--- src/verilog/bsc_pkg.sv ---
// Purpose: constants and types for the speed/commutation config bank
// Assumes: 20 MHz system clock, 24-bit serial register frames
// Notes: angles are in units of 1/8 electrical degree
package bsc_pkg;
    localparam int CLK_HZ = 20_000_000;
    // serial frame: write flag, 15-bit address, 8-bit data, msb first
    localparam logic [4:0] FRAME_LAST = 5'h17;
    localparam logic [4:0] ADDR_LAST = 5'h0F;
    // register offsets
    localparam logic [14:0] A_DUTY_LO = 15'h000D;
    localparam logic [14:0] A_DUTY_HI = 15'h000E;
    localparam logic [14:0] A_TAGL_LO = 15'h000F;
    localparam logic [14:0] A_TAGL_HI = 15'h0010;
    localparam logic [14:0] A_TAGH_LO = 15'h0011;
    localparam logic [14:0] A_TAGH_HI = 15'h0012;
    localparam logic [14:0] A_RECALCULATION_TRIGGER = 15'h0013;
    localparam logic [14:0] A_WINSEL = 15'h0015;
    localparam logic [14:0] A_ANG_SIX = 15'h0016;
    localparam logic [14:0] A_ANG_ONE = 15'h0019;
    localparam logic [14:0] A_RBRAKE = 15'h001A;
    localparam logic [14:0] A_CONF0 = 15'h0100;
    localparam logic [14:0] A_CONF1 = 15'h0101;
    localparam logic [14:0] A_CONF2 = 15'h0102;
    localparam logic [14:0] A_CONF3 = 15'h0103;
    localparam logic [7:0] REG_RESET = 8'h00;
    // field positions in config 0..2
    localparam int B_DIR = 7;
    localparam int B_FREE = 6;
    localparam int B_LOOP = 5;
    localparam int B_FRANGE = 4;
    localparam int B_SPEED_LOOP_PERIOD_BIT = 1;
    localparam int B_INSEL = 0;
    localparam int B_FAST = 1;
    localparam int B_POL = 0;
    localparam int B_STABLE = 7;
    // speed limit decode
    localparam logic [14:0] RPM_CLAMP_CODE = 15'h4E20;
    localparam logic [15:0] RPM_MAX = 16'h9C40;
    // angle decode, eighths of a degree
    localparam logic [9:0] EN_LO_BASE = 10'h078;
    localparam logic [9:0] EN_LO_STEP = 10'h01E;
    localparam logic [9:0] EN_HI_BASE = 10'h14A;
    localparam logic [9:0] EN_HI_STEP = 10'h00F;
    localparam logic [9:0] MASK_STEP = 10'h00F;
    // fallback duties on a 10-bit scale
    localparam logic [9:0] DUTY_Q1 = 10'h100;
    localparam logic [9:0] DUTY_Q2 = 10'h200;
    localparam logic [9:0] DUTY_Q3 = 10'h300;
    localparam logic [9:0] DUTY_FULL = 10'h3FF;
    // current limit mask step
    localparam int CL_STEP_NS = 200;
    localparam int CL_STEP_CYC = (CL_STEP_NS * (CLK_HZ / 1_000_000)) / 1000;
    // input pwm frequency window
    localparam longint PWM_FMIN_MHZ = 5300;
    localparam int PWM_FMAX_LO_HZ = 1000;
    localparam int PWM_FMAX_HI_HZ = 18500;
    localparam int PWM_PER_MAX_CYC = int'((longint'(CLK_HZ) * 1000)
        / PWM_FMIN_MHZ);
    localparam int PWM_PER_MIN_LO_CYC = (CLK_HZ + PWM_FMAX_LO_HZ - 1)
        / PWM_FMAX_LO_HZ;
    localparam int PWM_PER_MIN_HI_CYC = (CLK_HZ + PWM_FMAX_HI_HZ - 1)
        / PWM_FMAX_HI_HZ;
    localparam int PWM_CW = 22;
    localparam logic [2:0] STEPS_PER_CYCLE = 3'h5;
    typedef enum logic [1:0] {
        SP_IDLE = 2'b00,
        SP_CMD = 2'b01,
        SP_DATA = 2'b10,
        SP_DONE = 2'b11
    } bsc_spi_t;
endpackage : bsc_pkg

--- src/verilog/bsc_config_bank.sv ---
// Purpose: speed/commutation configuration bank with its decoders
// Assumes: pins synchronous to clk_sys; serial port sampled by clk_sys
// Notes: state lives in one packed struct registered once
`timescale 1ns/1ps
module bsc_config_bank
    import bsc_pkg::*;
#(
    parameter int PWM_PER_MAX = PWM_PER_MAX_CYC,
    parameter int PWM_PER_MIN_LO = PWM_PER_MIN_LO_CYC
) (
    input wire logic clk_sys,
    input wire logic reset,
    input wire logic spi_cs_n,
    input wire logic spi_sclk,
    input wire logic spi_mosi,
    output logic spi_miso,
    input wire logic high_voltage_pwm_pin,
    input wire logic low_voltage_pwm_pin,
    input wire logic enable_in,
    input wire logic duty_decoded,
    input wire logic reverse_detected,
    input wire logic rotation_stopped,
    input wire logic elec_step,
    input wire logic bemf_detect,
    input wire logic cl_comp,
    output logic direction_bit,
    output logic free_run_start_bit,
    output logic loop_mode_bit,
    output logic [15:0] lower_rpm,
    output logic [15:0] upper_rpm,
    output logic [7:0] duty_lower_limit,
    output logic [7:0] duty_upper_limit,
    output logic full_duty_fixed,
    output logic [2:0] window_count,
    output logic [9:0] energize_angle,
    output logic [9:0] mask_angle,
    output logic brake_all_low,
    output logic fast_start_active,
    output logic pwm_level,
    output logic pwm_freq_ok,
    output logic full_off,
    output logic [9:0] full_duty,
    output logic zero_off,
    output logic [9:0] zero_duty,
    output logic speed_calc_tick,
    output logic [23:0] speed_period,
    output logic [23:0] lead_interval,
    output logic fg_out,
    output logic cl_event
);
    typedef struct packed {
        bsc_spi_t sp;
        logic [4:0] cnt;
        logic [23:0] sh;
        logic [7:0] tx;
        logic sclk_q;
        logic miso;
        logic [7:0] duty_l;
        logic [7:0] duty_h;
        logic [14:0] tag_l;
        logic [14:0] tag_h;
        logic recalculation_trigger;
        logic [1:0] win;
        logic [3:0][7:0] ang;
        logic rbrake;
        logic [7:0] cf0;
        logic [7:0] cf1;
        logic [7:0] cf2;
        logic [7:0] cf3;
        logic lat_mode;
        logic [7:0] lat_dl;
        logic [7:0] lat_dh;
        logic [14:0] lat_tl;
        logic [14:0] lat_th;
        logic [15:0] lo_rpm;
        logic [15:0] up_rpm;
        logic top_fixed;
        logic [2:0] win_cnt;
        logic [9:0] en_ang;
        logic [9:0] mk_ang;
        logic brake;
        logic fast;
        logic pwm_q;
        logic [PWM_CW-1:0] pwm_cnt;
        logic pwm_ok;
        logic [10:0] fb_full;
        logic [10:0] fb_zero;
        logic [2:0] m6;
        logic [23:0] per360;
        logic [23:0] sp_per;
        logic sp_tick;
        logic [23:0] iv;
        logic [23:0] lead;
        logic fg;
        logic [2:0] fgc;
        logic [6:0] clm;
        logic cl_evt;
    } bsc_state_t;

    bsc_state_t s_reg;
    bsc_state_t s_next;
    logic set_recalculation_trigger;
    logic [PWM_CW-1:0] per_max;

    assign per_max = PWM_CW'(PWM_PER_MAX);

    ////////////////////////////////////////////////////////////////////
    // decode helpers
    function automatic logic [15:0] rpm_of(input logic [14:0] code);
        rpm_of = (code >= RPM_CLAMP_CODE) ? RPM_MAX : {code, 1'b0};
    endfunction : rpm_of

    // {off, duty}; limits above full scale saturate
    function automatic logic [10:0] fallback(input logic [2:0] code,
        input logic [14:0] tl, input logic [14:0] th);
        logic [14:0] t;
        t = (code == 3'h6) ? th : tl;
        case (code)
            3'h1: fallback = {1'b0, DUTY_Q1};
            3'h2: fallback = {1'b0, DUTY_Q2};
            3'h3: fallback = {1'b0, DUTY_Q3};
            3'h4: fallback = {1'b0, DUTY_FULL};
            3'h5, 3'h6: begin
                fallback = {1'b0, (|t[14:10]) ? DUTY_FULL : t[9:0]};
            end
            default: fallback = {1'b1, 10'h000};
        endcase
    endfunction : fallback

    // reserved bits read as zero
    function automatic logic [7:0] read_reg(input bsc_state_t s,
        input logic [14:0] a);
        if (a == A_DUTY_LO) read_reg = s.duty_l;
        else if (a == A_DUTY_HI) read_reg = s.duty_h;
        else if (a == A_TAGL_LO) read_reg = s.tag_l[7:0];
        else if (a == A_TAGL_HI) read_reg = {1'b0, s.tag_l[14:8]};
        else if (a == A_TAGH_LO) read_reg = s.tag_h[7:0];
        else if (a == A_TAGH_HI) read_reg = {1'b0, s.tag_h[14:8]};
        else if (a == A_RECALCULATION_TRIGGER) read_reg = {7'h00, s.recalculation_trigger};
        else if (a == A_WINSEL) read_reg = {6'h00, s.win};
        else if (a >= A_ANG_SIX && a <= A_ANG_ONE) begin
            read_reg = s.ang[2'(a - A_ANG_SIX)];
        end
        else if (a == A_RBRAKE) read_reg = {7'h00, s.rbrake};
        else if (a == A_CONF0) read_reg = s.cf0;
        else if (a == A_CONF1) read_reg = s.cf1;
        else if (a == A_CONF2) read_reg = s.cf2;
        else if (a == A_CONF3) read_reg = s.cf3;
        else read_reg = 8'h00;
    endfunction : read_reg

    ////////////////////////////////////////////////////////////////////
    // next state
    always_comb begin
        logic rise;
        logic fall;
        logic [23:0] w;
        logic [7:0] d;
        logic [14:0] a;
        logic [7:0] pair;
        logic lvl;
        logic stable6;
        logic [2:0] c;
        logic [PWM_CW-1:0] per_min;
        rise = spi_sclk && !s_reg.sclk_q;
        fall = !spi_sclk && s_reg.sclk_q;
        pair = 8'h00;
        lvl = 1'b0;
        stable6 = 1'b0;
        c = 3'h0;
        per_min = '0;
        w = {s_reg.sh[22:0], spi_mosi};
        d = w[7:0];
        a = w[22:8];
        s_next = s_reg;
        set_recalculation_trigger = 1'b0;
        s_next.sclk_q = spi_sclk;
        // serial port: frame shifts on rising sclk, miso moves on falling
        if (spi_cs_n) begin
            s_next.sp = SP_IDLE;
            s_next.cnt = 5'h00;
        end else begin
            case (s_reg.sp)
                SP_IDLE: s_next.sp = SP_CMD;
                SP_CMD: begin
                    if (rise) begin
                        s_next.sh = w;
                        s_next.cnt = s_reg.cnt + 5'h01;
                        if (s_reg.cnt == ADDR_LAST) begin
                            s_next.tx = read_reg(s_reg, w[14:0]);
                            s_next.sp = SP_DATA;
                        end
                    end
                end
                SP_DATA: begin
                    if (fall) begin
                        s_next.miso = s_reg.tx[7];
                        s_next.tx = {s_reg.tx[6:0], 1'b0};
                    end
                    if (rise) begin
                        s_next.sh = w;
                        s_next.cnt = s_reg.cnt + 5'h01;
                        if (s_reg.cnt == FRAME_LAST) begin
                            s_next.sp = SP_DONE;
                        end
                    end
                end
                default: s_next.sp = SP_DONE;
            endcase
        end
        // target calculator latch; trigger self-clears next cycle
        if (s_reg.recalculation_trigger) begin
            s_next.lat_mode = s_reg.cf0[B_LOOP];
            s_next.lat_dl = s_reg.duty_l;
            s_next.lat_dh = s_reg.duty_h;
            s_next.lat_tl = s_reg.tag_l;
            s_next.lat_th = s_reg.tag_h;
            s_next.recalculation_trigger = 1'b0;
        end
        // register writes; a new trigger beats the self clear
        if (s_reg.sp == SP_DATA && rise && s_reg.cnt == FRAME_LAST
            && w[23]) begin
            if (a == A_DUTY_LO) s_next.duty_l = d;
            else if (a == A_DUTY_HI) s_next.duty_h = d;
            else if (a == A_TAGL_LO) s_next.tag_l[7:0] = d;
            else if (a == A_TAGL_HI) s_next.tag_l[14:8] = d[6:0];
            else if (a == A_TAGH_LO) s_next.tag_h[7:0] = d;
            else if (a == A_TAGH_HI) s_next.tag_h[14:8] = d[6:0];
            else if (a == A_RECALCULATION_TRIGGER) begin
                set_recalculation_trigger = d[0];
                if (d[0]) s_next.recalculation_trigger = 1'b1;
            end
            else if (a == A_WINSEL) s_next.win = d[1:0];
            else if (a >= A_ANG_SIX && a <= A_ANG_ONE) begin
                s_next.ang[2'(a - A_ANG_SIX)] = d;
            end
            else if (a == A_RBRAKE) s_next.rbrake = d[0];
            else if (a == A_CONF0) s_next.cf0 = d;
            else if (a == A_CONF1) s_next.cf1 = d;
            else if (a == A_CONF2) s_next.cf2 = d;
            else if (a == A_CONF3) s_next.cf3 = d;
        end
        // speed limits from latched values, open loop ignores them
        s_next.lo_rpm = s_reg.lat_mode ? 16'h0000 : rpm_of(s_reg.lat_tl);
        s_next.up_rpm = s_reg.lat_mode ? 16'h0000 : rpm_of(s_reg.lat_th);
        s_next.top_fixed = s_reg.lat_mode;
        // window count and its angle pair
        case (s_reg.win)
            2'b00: s_next.win_cnt = 3'h6;
            2'b01: s_next.win_cnt = 3'h3;
            2'b10: s_next.win_cnt = 3'h2;
            default: s_next.win_cnt = 3'h1;
        endcase
        pair = s_reg.ang[s_reg.win];
        if (pair[7:4] < 4'h8) begin
            s_next.en_ang = EN_LO_BASE + EN_LO_STEP * 10'(pair[7:4]);
        end else begin
            s_next.en_ang = EN_HI_BASE
                + EN_HI_STEP * 10'(pair[7:4] - 4'h7);
        end
        s_next.mk_ang = MASK_STEP * (10'(pair[3:0]) + 10'h001);
        // brake holds until stop; dropping the enable releases it
        s_next.brake = s_reg.rbrake && !rotation_stopped
            && (s_reg.brake || reverse_detected);
        s_next.fast = s_reg.cf1[B_FAST] && enable_in && !duty_decoded;
        // fallback actions for the two input extremes
        s_next.fb_full = fallback(s_reg.cf1[7:5], s_reg.lat_tl,
            s_reg.lat_th);
        s_next.fb_zero = fallback(s_reg.cf1[4:2], s_reg.lat_tl,
            s_reg.lat_th);
        // input pwm: pick pin, apply polarity, check period window
        lvl = s_reg.cf0[B_INSEL] ? low_voltage_pwm_pin
            : high_voltage_pwm_pin;
        lvl = lvl ^ s_reg.cf1[B_POL];
        s_next.pwm_q = lvl;
        per_min = s_reg.cf0[B_FRANGE] ? PWM_CW'(PWM_PER_MIN_HI_CYC)
            : PWM_CW'(PWM_PER_MIN_LO);
        if (lvl && !s_reg.pwm_q) begin
            s_next.pwm_ok = s_reg.pwm_cnt >= per_min
                && s_reg.pwm_cnt <= per_max;
            s_next.pwm_cnt = PWM_CW'(1);
        end else if (s_reg.pwm_cnt <= per_max) begin
            s_next.pwm_cnt = s_reg.pwm_cnt + PWM_CW'(1);
            // drop ok as the count passes max, not one cycle late
            if (s_reg.pwm_cnt == per_max) s_next.pwm_ok = 1'b0;
        end else begin
            s_next.pwm_ok = 1'b0;
        end
        // speed loop and lead-angle sampling on 60 degree steps
        stable6 = s_reg.cf2[B_STABLE] && s_reg.win == 2'b00;
        s_next.sp_tick = 1'b0;
        if (s_reg.per360 != 24'hFF_FFFF) begin
            s_next.per360 = s_reg.per360 + 24'h00_0001;
        end
        if (s_reg.iv != 24'hFF_FFFF) s_next.iv = s_reg.iv + 24'h00_0001;
        if (elec_step) begin
            s_next.m6 = (s_reg.m6 == STEPS_PER_CYCLE) ? 3'h0
                : s_reg.m6 + 3'h1;
            if (s_reg.m6 == STEPS_PER_CYCLE) begin
                s_next.sp_per = s_reg.per360;
                s_next.per360 = 24'h00_0001;
            end
            s_next.sp_tick = s_reg.cf0[B_SPEED_LOOP_PERIOD_BIT] ? s_reg.m6[0]
                : (s_reg.m6 == STEPS_PER_CYCLE);
            if (!stable6 || s_reg.m6[0]) begin
                s_next.lead = stable6 ? {1'b0, s_reg.iv[23:1]}
                    : s_reg.iv;
                s_next.iv = 24'h00_0001;
            end
        end
        // fg divider over a six-detection cycle
        if (bemf_detect) begin
            c = (s_reg.fgc == STEPS_PER_CYCLE) ? 3'h0 : s_reg.fgc + 3'h1;
            s_next.fgc = c;
            case (s_reg.cf2[6:5])
                2'h0: s_next.fg = !s_reg.fg;
                2'h1: s_next.fg = s_reg.fg ^ !c[0];
                2'h2: s_next.fg = !(c == 3'h2 || c == 3'h5);
                default: begin
                    s_next.fg = s_reg.fg ^ (c == 3'h0 || c == 3'h3);
                end
            endcase
        end
        // current limit: blank further events for the mask time
        s_next.cl_evt = 1'b0;
        if (s_reg.clm != 7'h00) begin
            s_next.clm = s_reg.clm - 7'h01;
        end else if (cl_comp) begin
            s_next.cl_evt = 1'b1;
            s_next.clm = 7'(CL_STEP_CYC) * (7'(s_reg.cf3[7:4]) + 7'h01);
        end
    end

    ////////////////////////////////////////////////////////////////////
    // state register, everything resets to zero
    always_ff @(posedge clk_sys) begin
        if (reset) begin
            s_reg <= '0;
        end else begin
            s_reg <= s_next;
        end
    end

    ////////////////////////////////////////////////////////////////////
    // outputs straight from the state register
    assign spi_miso = s_reg.miso;
    assign direction_bit = s_reg.cf0[B_DIR];
    assign free_run_start_bit = s_reg.cf0[B_FREE];
    assign loop_mode_bit = s_reg.lat_mode;
    assign lower_rpm = s_reg.lo_rpm;
    assign upper_rpm = s_reg.up_rpm;
    assign duty_lower_limit = s_reg.lat_dl;
    assign duty_upper_limit = s_reg.lat_dh;
    assign full_duty_fixed = s_reg.top_fixed;
    assign window_count = s_reg.win_cnt;
    assign energize_angle = s_reg.en_ang;
    assign mask_angle = s_reg.mk_ang;
    assign brake_all_low = s_reg.brake;
    assign fast_start_active = s_reg.fast;
    assign pwm_level = s_reg.pwm_q;
    assign pwm_freq_ok = s_reg.pwm_ok;
    assign full_off = s_reg.fb_full[10];
    assign full_duty = s_reg.fb_full[9:0];
    assign zero_off = s_reg.fb_zero[10];
    assign zero_duty = s_reg.fb_zero[9:0];
    assign speed_calc_tick = s_reg.sp_tick;
    assign speed_period = s_reg.sp_per;
    assign lead_interval = s_reg.lead;
    assign fg_out = s_reg.fg;
    assign cl_event = s_reg.cl_evt;
endmodule : bsc_config_bank

--- config.mk ---
export PLATFORM = sky130hd
export DESIGN_NAME = bsc_config_bank
export DESIGN_NICKNAME = d
export VERILOG_FILES = /design/src/verilog/bsc_pkg.sv /design/src/verilog/bsc_config_bank.sv
export SDC_FILE = /design/constraint.sdc
export NUM_CORES = 1
export LEC_CHECK = 0
export BUFFER_PORTS_ARGS = -buffer_cell sky130_fd_sc_hd__clkbuf_2
export CORE_UTILIZATION = 27
export CTS_CLUSTER_DIAMETER = 200
export DETAILED_ROUTE_END_ITERATION = 8
export PLACE_DENSITY_LB_ADDON = 0.12
export SLEW_MARGIN = 10
export SYNTH_ARGS = -nofsm -noshare
export SYNTH_HDL_FRONTEND = slang
export SYNTH_SLANG_ARGS = --single-unit
--- constraint.sdc ---
create_clock -name clk_sys -period 11.2 [get_ports clk_sys]
set_input_delay 1.68 -clock clk_sys [delete_from_list [all_inputs] [get_ports clk_sys]]
set_output_delay 1.68 -clock clk_sys [all_outputs]
set_load 0.01 [all_outputs]
# ---- Yosys cells after proc, flatten, opt, wreduce, memory -nomap -nowiden
# Index checks and enable logic that the tools add are counted.
dict set report word_totals {
  regBits 417
  output_inout_bits 153
  elab_cells 289
}
dict set report op_classes {
  addsub 14
  mul 3
  order_cmp 13
  eq_ne 60
  n_mux 58
  bitwise_logic 19
  reduce_logical 68
}
# op count
set op_table {}
lappend op_table {{15-bit by 5-bit == test with 1-bit output, second input constant} 12}
lappend op_table {{8-bit two-way mux} 20}
lappend op_table {{15-bit by 9-bit == test with 1-bit output, second input constant} 8}
lappend op_table {{11-bit one-hot mux with 5 select lines} 2}
lappend op_table {{97-bit two-way mux} 1}
lappend op_table {{48-bit two-way mux} 2}
lappend op_table {{15-bit by 4-bit == test with 1-bit output, second input constant} 6}
lappend op_table {{37-bit one-hot mux with 2 select lines} 1}
lappend op_table {{24-bit two-way mux} 3}
lappend op_table {{24-bit by 1-bit adder with 24-bit output, second input constant} 2}
lappend op_table {{24-bit inequality test, second input constant} 2}
lappend op_table {{15-bit two-way mux} 3}
lappend op_table {{39-bit two-way mux} 1}
lappend op_table {{8-bit binary-select mux with 2-bit select} 2}
lappend op_table {{32-bit bitwise mux} 1}
lappend op_table {{16-bit two-way mux} 2}
lappend op_table {{31-bit two-way mux} 1}
lappend op_table {{15-bit greater-or-equal comparator, second input constant} 2}
lappend op_table {{15-bit by 5-bit greater-or-equal comparator with 1-bit output, second input constant} 2}
lappend op_table {{15-bit by 5-bit less-or-equal comparator with 1-bit output, second input constant} 2}
lappend op_table {{10-bit two-way mux} 3}
lappend op_table {{3-bit == test, second input constant} 9}
lappend op_table {{22-bit by 1-bit adder with 22-bit output, second input constant} 1}
lappend op_table {{22-bit == test, second input constant} 1}
lappend op_table {{other kinds (58)} 146}

# ---- Longest topological paths before layout
# Gate-level depths: netlist of run 1.
dict set report logic_depth {
  ltp_word 18
  ltp_mapped 18
  ltp_nobuf 17
}

# ---- Worst setup path before layout of run 1
# Ideal clock, no wire load.
dict set report synth_timing {
  path_type {register to register}
  from {register s_reg[328] (netlist name)}
  to {register s_reg, in the netlist energize_angle[7]}
  setup_ns 0.088
  arrival_time_ns 4.624
  required_ns 11.112
  slack_ns 6.488
  stages_incl_launch_ff 18
  n_path_buf 2
  synth_period_minus_slack_ns 4.712
  cell_sequence {dfxtp_1 > buf_6 > clkbuf_1 > mux4_2 > ha_1 > xnor2_1 > xnor2_1 > ha_1 > inv_1 > fa_1 > inv_1 > ha_1 > fa_1 > a21o_1 > a21oi_1 > xor2_1 > or3_1 > o31ai_1}
}
dict set report synth_via {
  elab_chain_cells 6
}
# item line_no
set synth_rtl {}
lappend synth_rtl {{from (decl)} bsc_config_bank.sv:100} ;# bsc_state_t s_reg;
lappend synth_rtl {{from (signal assigned)} bsc_config_bank.sv:340} ;# s_reg <= s_next;
lappend synth_rtl {{8-bit binary-select mux with 2-bit select *} bsc_config_bank.sv:254} ;# pair = s_reg.ang[s_reg.win];
lappend synth_rtl {{8-bit two-way mux (implied by the code) *} bsc_config_bank.sv:254}
lappend synth_rtl {{4-bit by 3-bit subtractor with 5-bit output} bsc_config_bank.sv:259} ;# + EN_HI_STEP * 10'(pair[7:4] - 4'h7);
lappend synth_rtl {{5-bit by 5-bit multiplier with 10-bit output} bsc_config_bank.sv:259}
lappend synth_rtl {{9-bit by 10-bit adder with 10-bit output} bsc_config_bank.sv:259}
lappend synth_rtl {{10-bit two-way mux *} bsc_config_bank.sv:255} ;# if (pair[7:4] < 4'h8) begin
# Every way passes the cells marked *; elsewhere a longest branch is shown, timed or not. The select of a mux whose other input is x is not followed.
# A chain may end at the register's enable or synchronous reset.

# ---- Worst setup path in the final report of run 1
# Same ends and word-level chain as after synthesis.

==> results by group, run 1 <==
Status
  • Result of the run: finished, violations left
  • Violated checks: design-rule violations

Clocking
  • Maximum clock insertion buffer count: 3
  • CTS tree: yes
  • Number of gates resized after cts: 0
  • H-tree depth: 2
  • Clk Latency, worst-skew pair: 0.63 ns
  • Number of clock sinks: 414
  • Cts-stage hold buffer count: 0
  • Clock root cell: sky130_fd_sc_hd__clkbuf_16
  • Clock-pin slew on the worst setup and hold paths: 0.06 ns
  • Post-CTS Setup Inserts: 0
  • Inserted Clock Buffers: 51

Power
  • Fraction of power consumed by combinational cells: 0.045
  • Share of total power consumed by net switching: 0.231
  • Ratio of total power to cell area: about 150 nW/um^2
  • Max IR drop VDD: 100 uV
  • P_leak: between 8 and 9 nW
  • Power Internal: roughly 0.0026 W
  • Clock network fraction of design power: 0.513
  • Reg power frac: 0.442
  • NetSw: slightly below 0.0008 W

Layout
  • Layout cell share with drive strength beyond 1: 0.142
  • Area grow syn2layout: 12.2%
  • Total Nets Final: 2324
  • Area of all placed cells without fillers: approximately 22000 um^2
  • Finished Layout Cells: approximately 3200
  • Area of all sequential standard cells: between 8000 and 9000 um^2
  • Final antenna diode count: 0
  • Number of filler cells placed in the layout: 7703
  • Multi-input gate area in the final layout: ~10000 um^2
  • Max reg flops: ~260

Synthesis
  • Cell type with the largest total area after synthesis: sky130_fd_sc_hd__dfxtp_1
  • Cell count after synthesis: 2279
  • Biggest area contributors in the synthesized netlist: sky130_fd_sc_hd__dfxtp_1 (41%), sky130_fd_sc_hd__mux2i_1 (7.6%), sky130_fd_sc_hd__nor2_1 (5.9%)
  • Portion of synthesized cell area occupied by the leading cell type: 0.413
  • Ranking of synthesized cells by instance count: sky130_fd_sc_hd__dfxtp_1 (414), sky130_fd_sc_hd__nor2_1 (316), sky130_fd_sc_hd__nand2_1 (234)
  • Cell area after synthesis: roughly 20000 um^2
  • Yosys reg bits: between 400 and 500
  • Synthesized area per cell: around 9 um^2
  • Count of synthesis-stage warnings from yosys: 0
  • Main synth FF type: sky130_fd_sc_hd__dfxtp_1
  • Post-synthesis async set-or-reset flop share: 0
  • Number of different library cells in the post-synthesis netlist: 83
  • Leading cell type by number of instances after synthesis: sky130_fd_sc_hd__dfxtp_1
  • Sequential fraction of the synthesis area: 0.413
  • Number of synthesized flops with an enable pin: 0

Min path
  • Launch instance of the worst min-delay path: speed_period[5]
  • Worst min path class: register to register

Critical path
  • Register-to-register path setup slack: between 6 and 7 ns
  • Kind of cell adding the most delay to the critical path: adder cells
  • Required time at the worst-slack endpoint: around 12 ns
  • Startpoint of the worst register-to-register path: s_reg[328]
  • Endpoint type of the worst setup path: register
  • Capture point of the critical path: energize_angle[7]
  • Cell count along the critical path: 15
  • Worst r2r dst: energize_angle[7]
  • Number of cell instances on the worst register-to-register path: 15
  • CP startpoint: s_reg[328]
  • Most common cell type on the critical path: sky130_fd_sc_hd__ha_1
  • Critical path class: register to register
  • Critical path arrival: approximately 5.6 ns
  • CP Buf/Inv Count: 2
  • Slowest cell on the critical path: sky130_fd_sc_hd__dfxtp_1
  • Largest stage delay on the critical path: between 0.8 and 0.9 ns
  • Sequence of cells on the critical path: mux4_2 -> ha_1 -> xnor2_1 -> xnor2_1 -> ha_1 -> inv_1 -> fa_1 -> inv_1 -> ha_1 -> fa_1 -> a21o_1 -> a21oi_1 -> xor2_1 -> or3_1 -> o31ai_1
  • Startpoint Class: register
  • Largest driver fanout on the critical path: 15

Global routing
  • Vias in the first global route: between 10000 and 15000
  • Antenna violations before repair: 2
  • Global-route wire length before repair: 86.7 mm
  • Overall overflow remaining after global route: 0
  • Largest net degree at the start of global routing: 137
  • GRT Util Overall: 0.144

Routing
  • Wire length per cell: between 15 and 20 um
  • Initial DRC Count: between 1000 and 1500
  • Remaining number of nets flagged by the antenna check after routing: 0
  • Detailed Route WL: ~55 mm
  • TritonRoute pass-1 iters: 9
  • Number of remaining DRC errors: 10
  • Total number of vias: between 15000 and 20000
  • Average vias per placed instance: 4.75

Placed design
  • Post-detailed-placement half-perimeter wirelength: between 30 and 40 mm
  • Count of buffers from port buffering: between 150 and 200
  • Number of placed instances, taps included: between 3000 and 4000
  • Instance area at placement: slightly above 20000 um^2
  • Routability congestion estimate: just over 0.8

Floorplanning
  • Die extent in x: about 270 um
  • Top-level I/O count: around 170
  • Vert. Die Dim: between 200 and 300 um
  • Number of cell rows: 99
  • Initial core utilization: 0.274
  • Die area: about 75000 um^2
  • Core footprint: 73200 um^2

Timing
  • Smallest hold slack: 0.455 ns
  • Endpoints failing setup: 0
  • Share of the cycle needed by the critical path after routing: 0.460
  • Setup skew after layout: between 0.06 and 0.07 ns
  • Max Freq: approximately 0.19 GHz
  • Setup repair after global routing missed its margin: false
  • Number of hold violations in the final report: 0
  • Final Max Slew Viols: 0
  • Summed negative setup slack over all endpoints: 0 ns
  • Clock period minus worst slack: a little over 5 ns
  • Slew HR: 0.292
  • Worst slew pin tran: approximately 1.1 ns

Run
  • Number of max-capacitance violations reported: 0
-- cell families after synthesis --
kind of cell,after synthesis,share of synthesized area
other,1,0.000187
adders and majority gates,67,0.0463
DFF,414,0.413
muxes,178,0.103
buffers and inverters,328,0.0892
xor gates and xnor gates,72,0.0324
and+or+nand+nor,867,0.202
AOI/OAI and AO/OA,352,0.113
-- how the worst min path moves through the flow --
| stage | endpoint | slack (ns) | depth (start not counted) |
|---|---|---|---|
| finish | speed_period[5] | 0.46 | 2 |
| global route | speed_period[23] | 0.47 | 2 |
| CTS | s_reg[290] | 0.46 | 2 |
| detailed placement | s_reg[289] | 0.45 | 2 |
| global placement | s_reg[290] | 0.45 | 2 |
| floorplan | s_reg[289] | 0.43 | 2 |
-- layout by cell type (no fill, tap or decap), types with 19 or more instances in the layout --
cell	count
sky130_fd_sc_hd__dfxtp_1	412
sky130_fd_sc_hd__nor2_1	316
sky130_fd_sc_hd__nand2_1	234
sky130_fd_sc_hd__clkbuf_2	162
sky130_fd_sc_hd__mux2i_1	153
sky130_fd_sc_hd__a21oi_1	150
sky130_fd_sc_hd__nand3_1	78
sky130_fd_sc_hd__ha_1	55
sky130_fd_sc_hd__inv_1	51
sky130_fd_sc_hd__clkbuf_16	51
sky130_fd_sc_hd__o21ai_0	40
sky130_fd_sc_hd__xnor2_1	36
sky130_fd_sc_hd__xor2_1	35
sky130_fd_sc_hd__nor3_1	27
sky130_fd_sc_hd__and2_1	27
sky130_fd_sc_hd__nor2b_1	25
sky130_fd_sc_hd__nand4_1	25
sky130_fd_sc_hd__a311oi_1	24
sky130_fd_sc_hd__mux4_2	23
sky130_fd_sc_hd__buf_4	19
-- through the flow --
stage | setup slack, ns | utilization | total power (W)
after floorplan | 6.49 | - | 0.00166
after global placement | 6.14 | 0.282 | 0.00170
after detailed placement | 6.05 | 0.282 | 0.00170
after CTS | 6.01 | 0.307 | 0.00349
after global routing | 5.68 | 0.307 | 0.00357
final | 6.05 | 0.307 | 0.00342
-- tightest hold or removal path: stages, from the launching register on --
cell and delay (ns):
sky130_fd_sc_hd__dfxtp_1 0.31, sky130_fd_sc_hd__nand2_1 0.05, sky130_fd_sc_hd__a21oi_1 0.05
-- metal layers --
metal / wire [um] / vias to the layer above / GRT usage
li1: - / 7713 / -
met1: 25900 / 7318 / 0.194
met2: 25400 / 289 / 0.236
met3: 2550 / 69 / 0.0238
met4: 1060 / 0 / 0.0367
met5: 0 / - / 0
-- cell type report --
| cell class | count | area share |
|---|---|---|
| Inverter | 54 | 0.00901 |
| Timing Repair Buffer | 183 | 0.0439 |
| Sequential cell | 414 | 0.369 |
| Clock buffer | 73 | 0.0657 |
| Tap cell | 959 | 0.0533 |
| Clock inverter | 21 | 0.0150 |
| Multi-Input combinational cell | 1539 | 0.444 |
-- power by group through the flow --
stage / Sequential [W] / Clock [W] / Combinational [W]
floorplan: 0.00154 / 0 / 0.000124
global placement: 0.00154 / 0 / 0.000153
detailed placement: 0.00154 / 0 / 0.000155
CTS: 0.00151 / 0.00182 / 0.000156
global route: 0.00151 / 0.00188 / 0.000174
finish: 0.00151 / 0.00176 / 0.000153
Power figures use the tool's default switching activity.
==> run 2: changes to the inputs <==
==> constraint.sdc (replaced) <==
create_clock -name clk_sys -period 4.65 [get_ports clk_sys]
set_input_delay 0.6975 -clock clk_sys [delete_from_list [all_inputs] [get_ports clk_sys]]
set_output_delay 0.6975 -clock clk_sys [all_outputs]
set_load 0.01 [all_outputs]
==> run 2 against run 1 <==
  * Highest routed layer is now met5
  * Worst setup slack worse by 5.7 ns
  * Flip-flop and latch count unchanged
  * Register-to-register slack worse by 5.7 ns
  * Critical path depth down 1
  * Routed wire length rose by 2.1%
  * The flow still finishes with violations (design-rule violations)
  * Critical path type unchanged
==> results by group, run 2 (synthesized netlist as in run 1, its figures left out) <==
Power
  • Fraction of power consumed by combinational cells: 0.044
  • NetSw: approximately 0.0019 W
  • P_leak: about 8.8 nW
  • Post-layout power: approximately 0.0083 W
  • Ratio of total power to cell area: around 360 nW/um^2
  • Clock network fraction of design power: 0.514
  • Reg power frac: 0.441
  • Max IR drop VDD: approximately 270 uV
  • Power Internal: between 0.006 and 0.007 W
  • Share of total power consumed by net switching: 0.231

Timing
  • Share of the cycle needed by the critical path after routing: 0.925
  • Number of hold violations in the final report: 0
  • Setup skew after layout: between 0.04 and 0.05 ns
  • Setup repair after global routing missed its margin: false
  • Worst slew pin tran: 1.05 ns
  • Worst Setup Slack, final: 0.351 ns
  • Max Freq: 0.233 GHz
  • Slew HR: 0.297
  • Endpoints failing setup: 0
  • Summed negative setup slack over all endpoints: 0 ns
  • Clock period minus worst slack: approximately 4.3 ns
  • Final Max Slew Viols: 0

Critical path
  • Required time at the worst-slack endpoint: 5.11 ns
  • CP startpoint: s_reg[328]
  • Capture point of the critical path: mask_angle[8]
  • Critical path arrival: between 4 and 5 ns
  • Endpoint type of the worst setup path: register
  • Register-to-register path setup slack: roughly 0.35 ns
  • Worst r2r dst: mask_angle[8]
  • Critical path class: register to register
  • Number of cell instances on the worst register-to-register path: 14
  • Startpoint of the worst register-to-register path: s_reg[328]
  • Largest driver fanout on the critical path: 8
  • Startpoint Class: register

Global routing
  • Largest net degree at the start of global routing: 100
  • M1 GR Usage: 0.194
  • GRT Util Overall: 0.146
  • Antenna violations before repair: 4
  • Overall overflow remaining after global route: 0
  • M2 GR Usage: 0.239
  • Vias in the first global route: between 15000 and 20000
  • Met3 track demand over resource in global routing: 0.0272
  • Global-route wire length before repair: 87.4 mm
  • Busiest layer in global routing: met2

Layout
  • Area grow syn2layout: 12.9%
  • Total Nets Final: around 2300
  • Most common library cell in the layout ignoring fill and taps: sky130_fd_sc_hd__dfxtp_1
  • Core utilization of the finished layout: 0.309
  • Layout cell share with drive strength beyond 1: 0.148
  • Number of filler cells placed in the layout: just under 8000
  • Max reg flops: roughly 260
  • Commonest cells after routing, fill and taps aside: sky130_fd_sc_hd__dfxtp_1 (411), sky130_fd_sc_hd__nor2_1 (316), sky130_fd_sc_hd__nand2_1 (234)

Run
  • Number of max-capacitance violations reported: 0

Clocking
  • Clock root cell: sky130_fd_sc_hd__clkbuf_16
  • Clock-pin slew on the worst setup and hold paths: roughly 0.06 ns
  • H-tree depth: 2
  • CTS tree: yes
  • Inserted Clock Buffers: 50
  • Cts-stage hold buffer count: 0
  • Clk Latency, worst-skew pair: roughly 0.63 ns
  • Number of clock sinks: 414
  • Maximum clock insertion buffer count: 3

Floorplanning
  • Top-level I/O count: 167
  • Die area: approximately 75000 um^2
  • Vert. Die Dim: 275 um
  • Number of cell rows: 99
  • Die extent in x: between 200 and 300 um
  • Initial core utilization: 0.274
  • Core footprint: approximately 73000 um^2

Min path
  • Launch instance of the worst min-delay path: rotation_stopped
  • Worst hold path depth: 2
  • Worst min path class: input pin to register

Routing
  • Initial DRC Count: 900
  • Total number of vias: roughly 16000
  • Remaining number of nets flagged by the antenna check after routing: 0
  • Detailed Route WL: ~56 mm
  • Average vias per placed instance: approximately 4.8
  • Wire length per cell: 17.2 um
  • Number of remaining DRC errors: 18
  • TritonRoute pass-1 iters: 7

Placed design
  • Routability congestion estimate: between 0.8 and 0.9
  • Count of buffers from port buffering: between 150 and 200
  • Post-detailed-placement half-perimeter wirelength: around 39 mm
  • Worst-case setup slack after placement: 0.233 ns

Status
  • Violated checks: design-rule violations
  • Result of the run: finished, violations left
run 2: changes by cell type in the layout (fill, tap and decap cells not counted), moves of 2 or more:
cell and delta:
sky130_fd_sc_hd__clkbuf_8 +7, sky130_fd_sc_hd__diode_2 +2, sky130_fd_sc_hd__clkinvlp_4 -2, sky130_fd_sc_hd__clkinv_2 -3, sky130_fd_sc_hd__clkbuf_1 -2, sky130_fd_sc_hd__buf_4 +15
run 2: worst min-delay path by stage:
stage,to,slack (ns)
global route,brake_all_low,0.23
finish,brake_all_low,0.25
CTS,brake_all_low,0.21
floorplan,s_reg[289],0.43
detailed placement,s_reg[290],0.45
global placement,s_reg[389],0.44
run 2: layout make-up:
class                      instances  area (um^2)  area share
sequential                       414         8290       0.366
tap                              959         1200      0.0530
timing repair buffer             198         1100      0.0486
clock buffer                      77         1540      0.0682
antenna                            2         5.00    0.000221
inverter                          54          203     0.00896
multi-input combinational       1539        10000       0.442
clock inverter                    15          287      0.0127
run 2: timing repair:
item,in CTS,in global routing
gates resized for setup,0,1
setup buffers,0,4
setup endpoints to repair,0,2
endpoints found under the hold margin,0,0
run 2: critical path, cell delays in order (launching register included):
cell                      delay (ns)
sky130_fd_sc_hd__dfxtp_2        0.41
sky130_fd_sc_hd__buf_4          0.23
sky130_fd_sc_hd__mux4_2         0.59
sky130_fd_sc_hd__ha_1           0.29
sky130_fd_sc_hd__xnor2_4        0.26
sky130_fd_sc_hd__inv_1          0.10
sky130_fd_sc_hd__fa_1           0.56
sky130_fd_sc_hd__fa_1           0.43
sky130_fd_sc_hd__ha_1           0.38
sky130_fd_sc_hd__a21o_1         0.18
sky130_fd_sc_hd__a21o_1         0.17
sky130_fd_sc_hd__a21o_1         0.17
sky130_fd_sc_hd__a21oi_1        0.16
sky130_fd_sc_hd__xor2_1         0.16
sky130_fd_sc_hd__nor2_1         0.06
run 2: power by group through the flow:
stage               Clock [W]  Sequential [W]  Combinational [W]
global route          0.00455         0.00365           0.000416
finish                0.00425         0.00365           0.000367
floorplan                   0         0.00371           0.000298
CTS                   0.00440         0.00365           0.000374
global placement            0         0.00372           0.000368
detailed placement          0         0.00373           0.000373
run 2: stage by stage:
step | cell area [um^2] | std cells | hold WS, ns
detailed placement | 20800 | 3160 | 0.451
finish | 22600 | 3258 | 0.252
global placement | 20800 | 3160 | 0.445
CTS | 22600 | 3252 | 0.210
floorplan | 20100 | 2281 | 0.433
global route | 22600 | 3256 | 0.229
run 2: per-layer routing:
layer  vias to the layer above  share of wire
li1                       7743              -
met1                      7426           0.47
met2                       310           0.46
met3                        72          0.046
met4                         2          0.021
met5                         -        0.00023
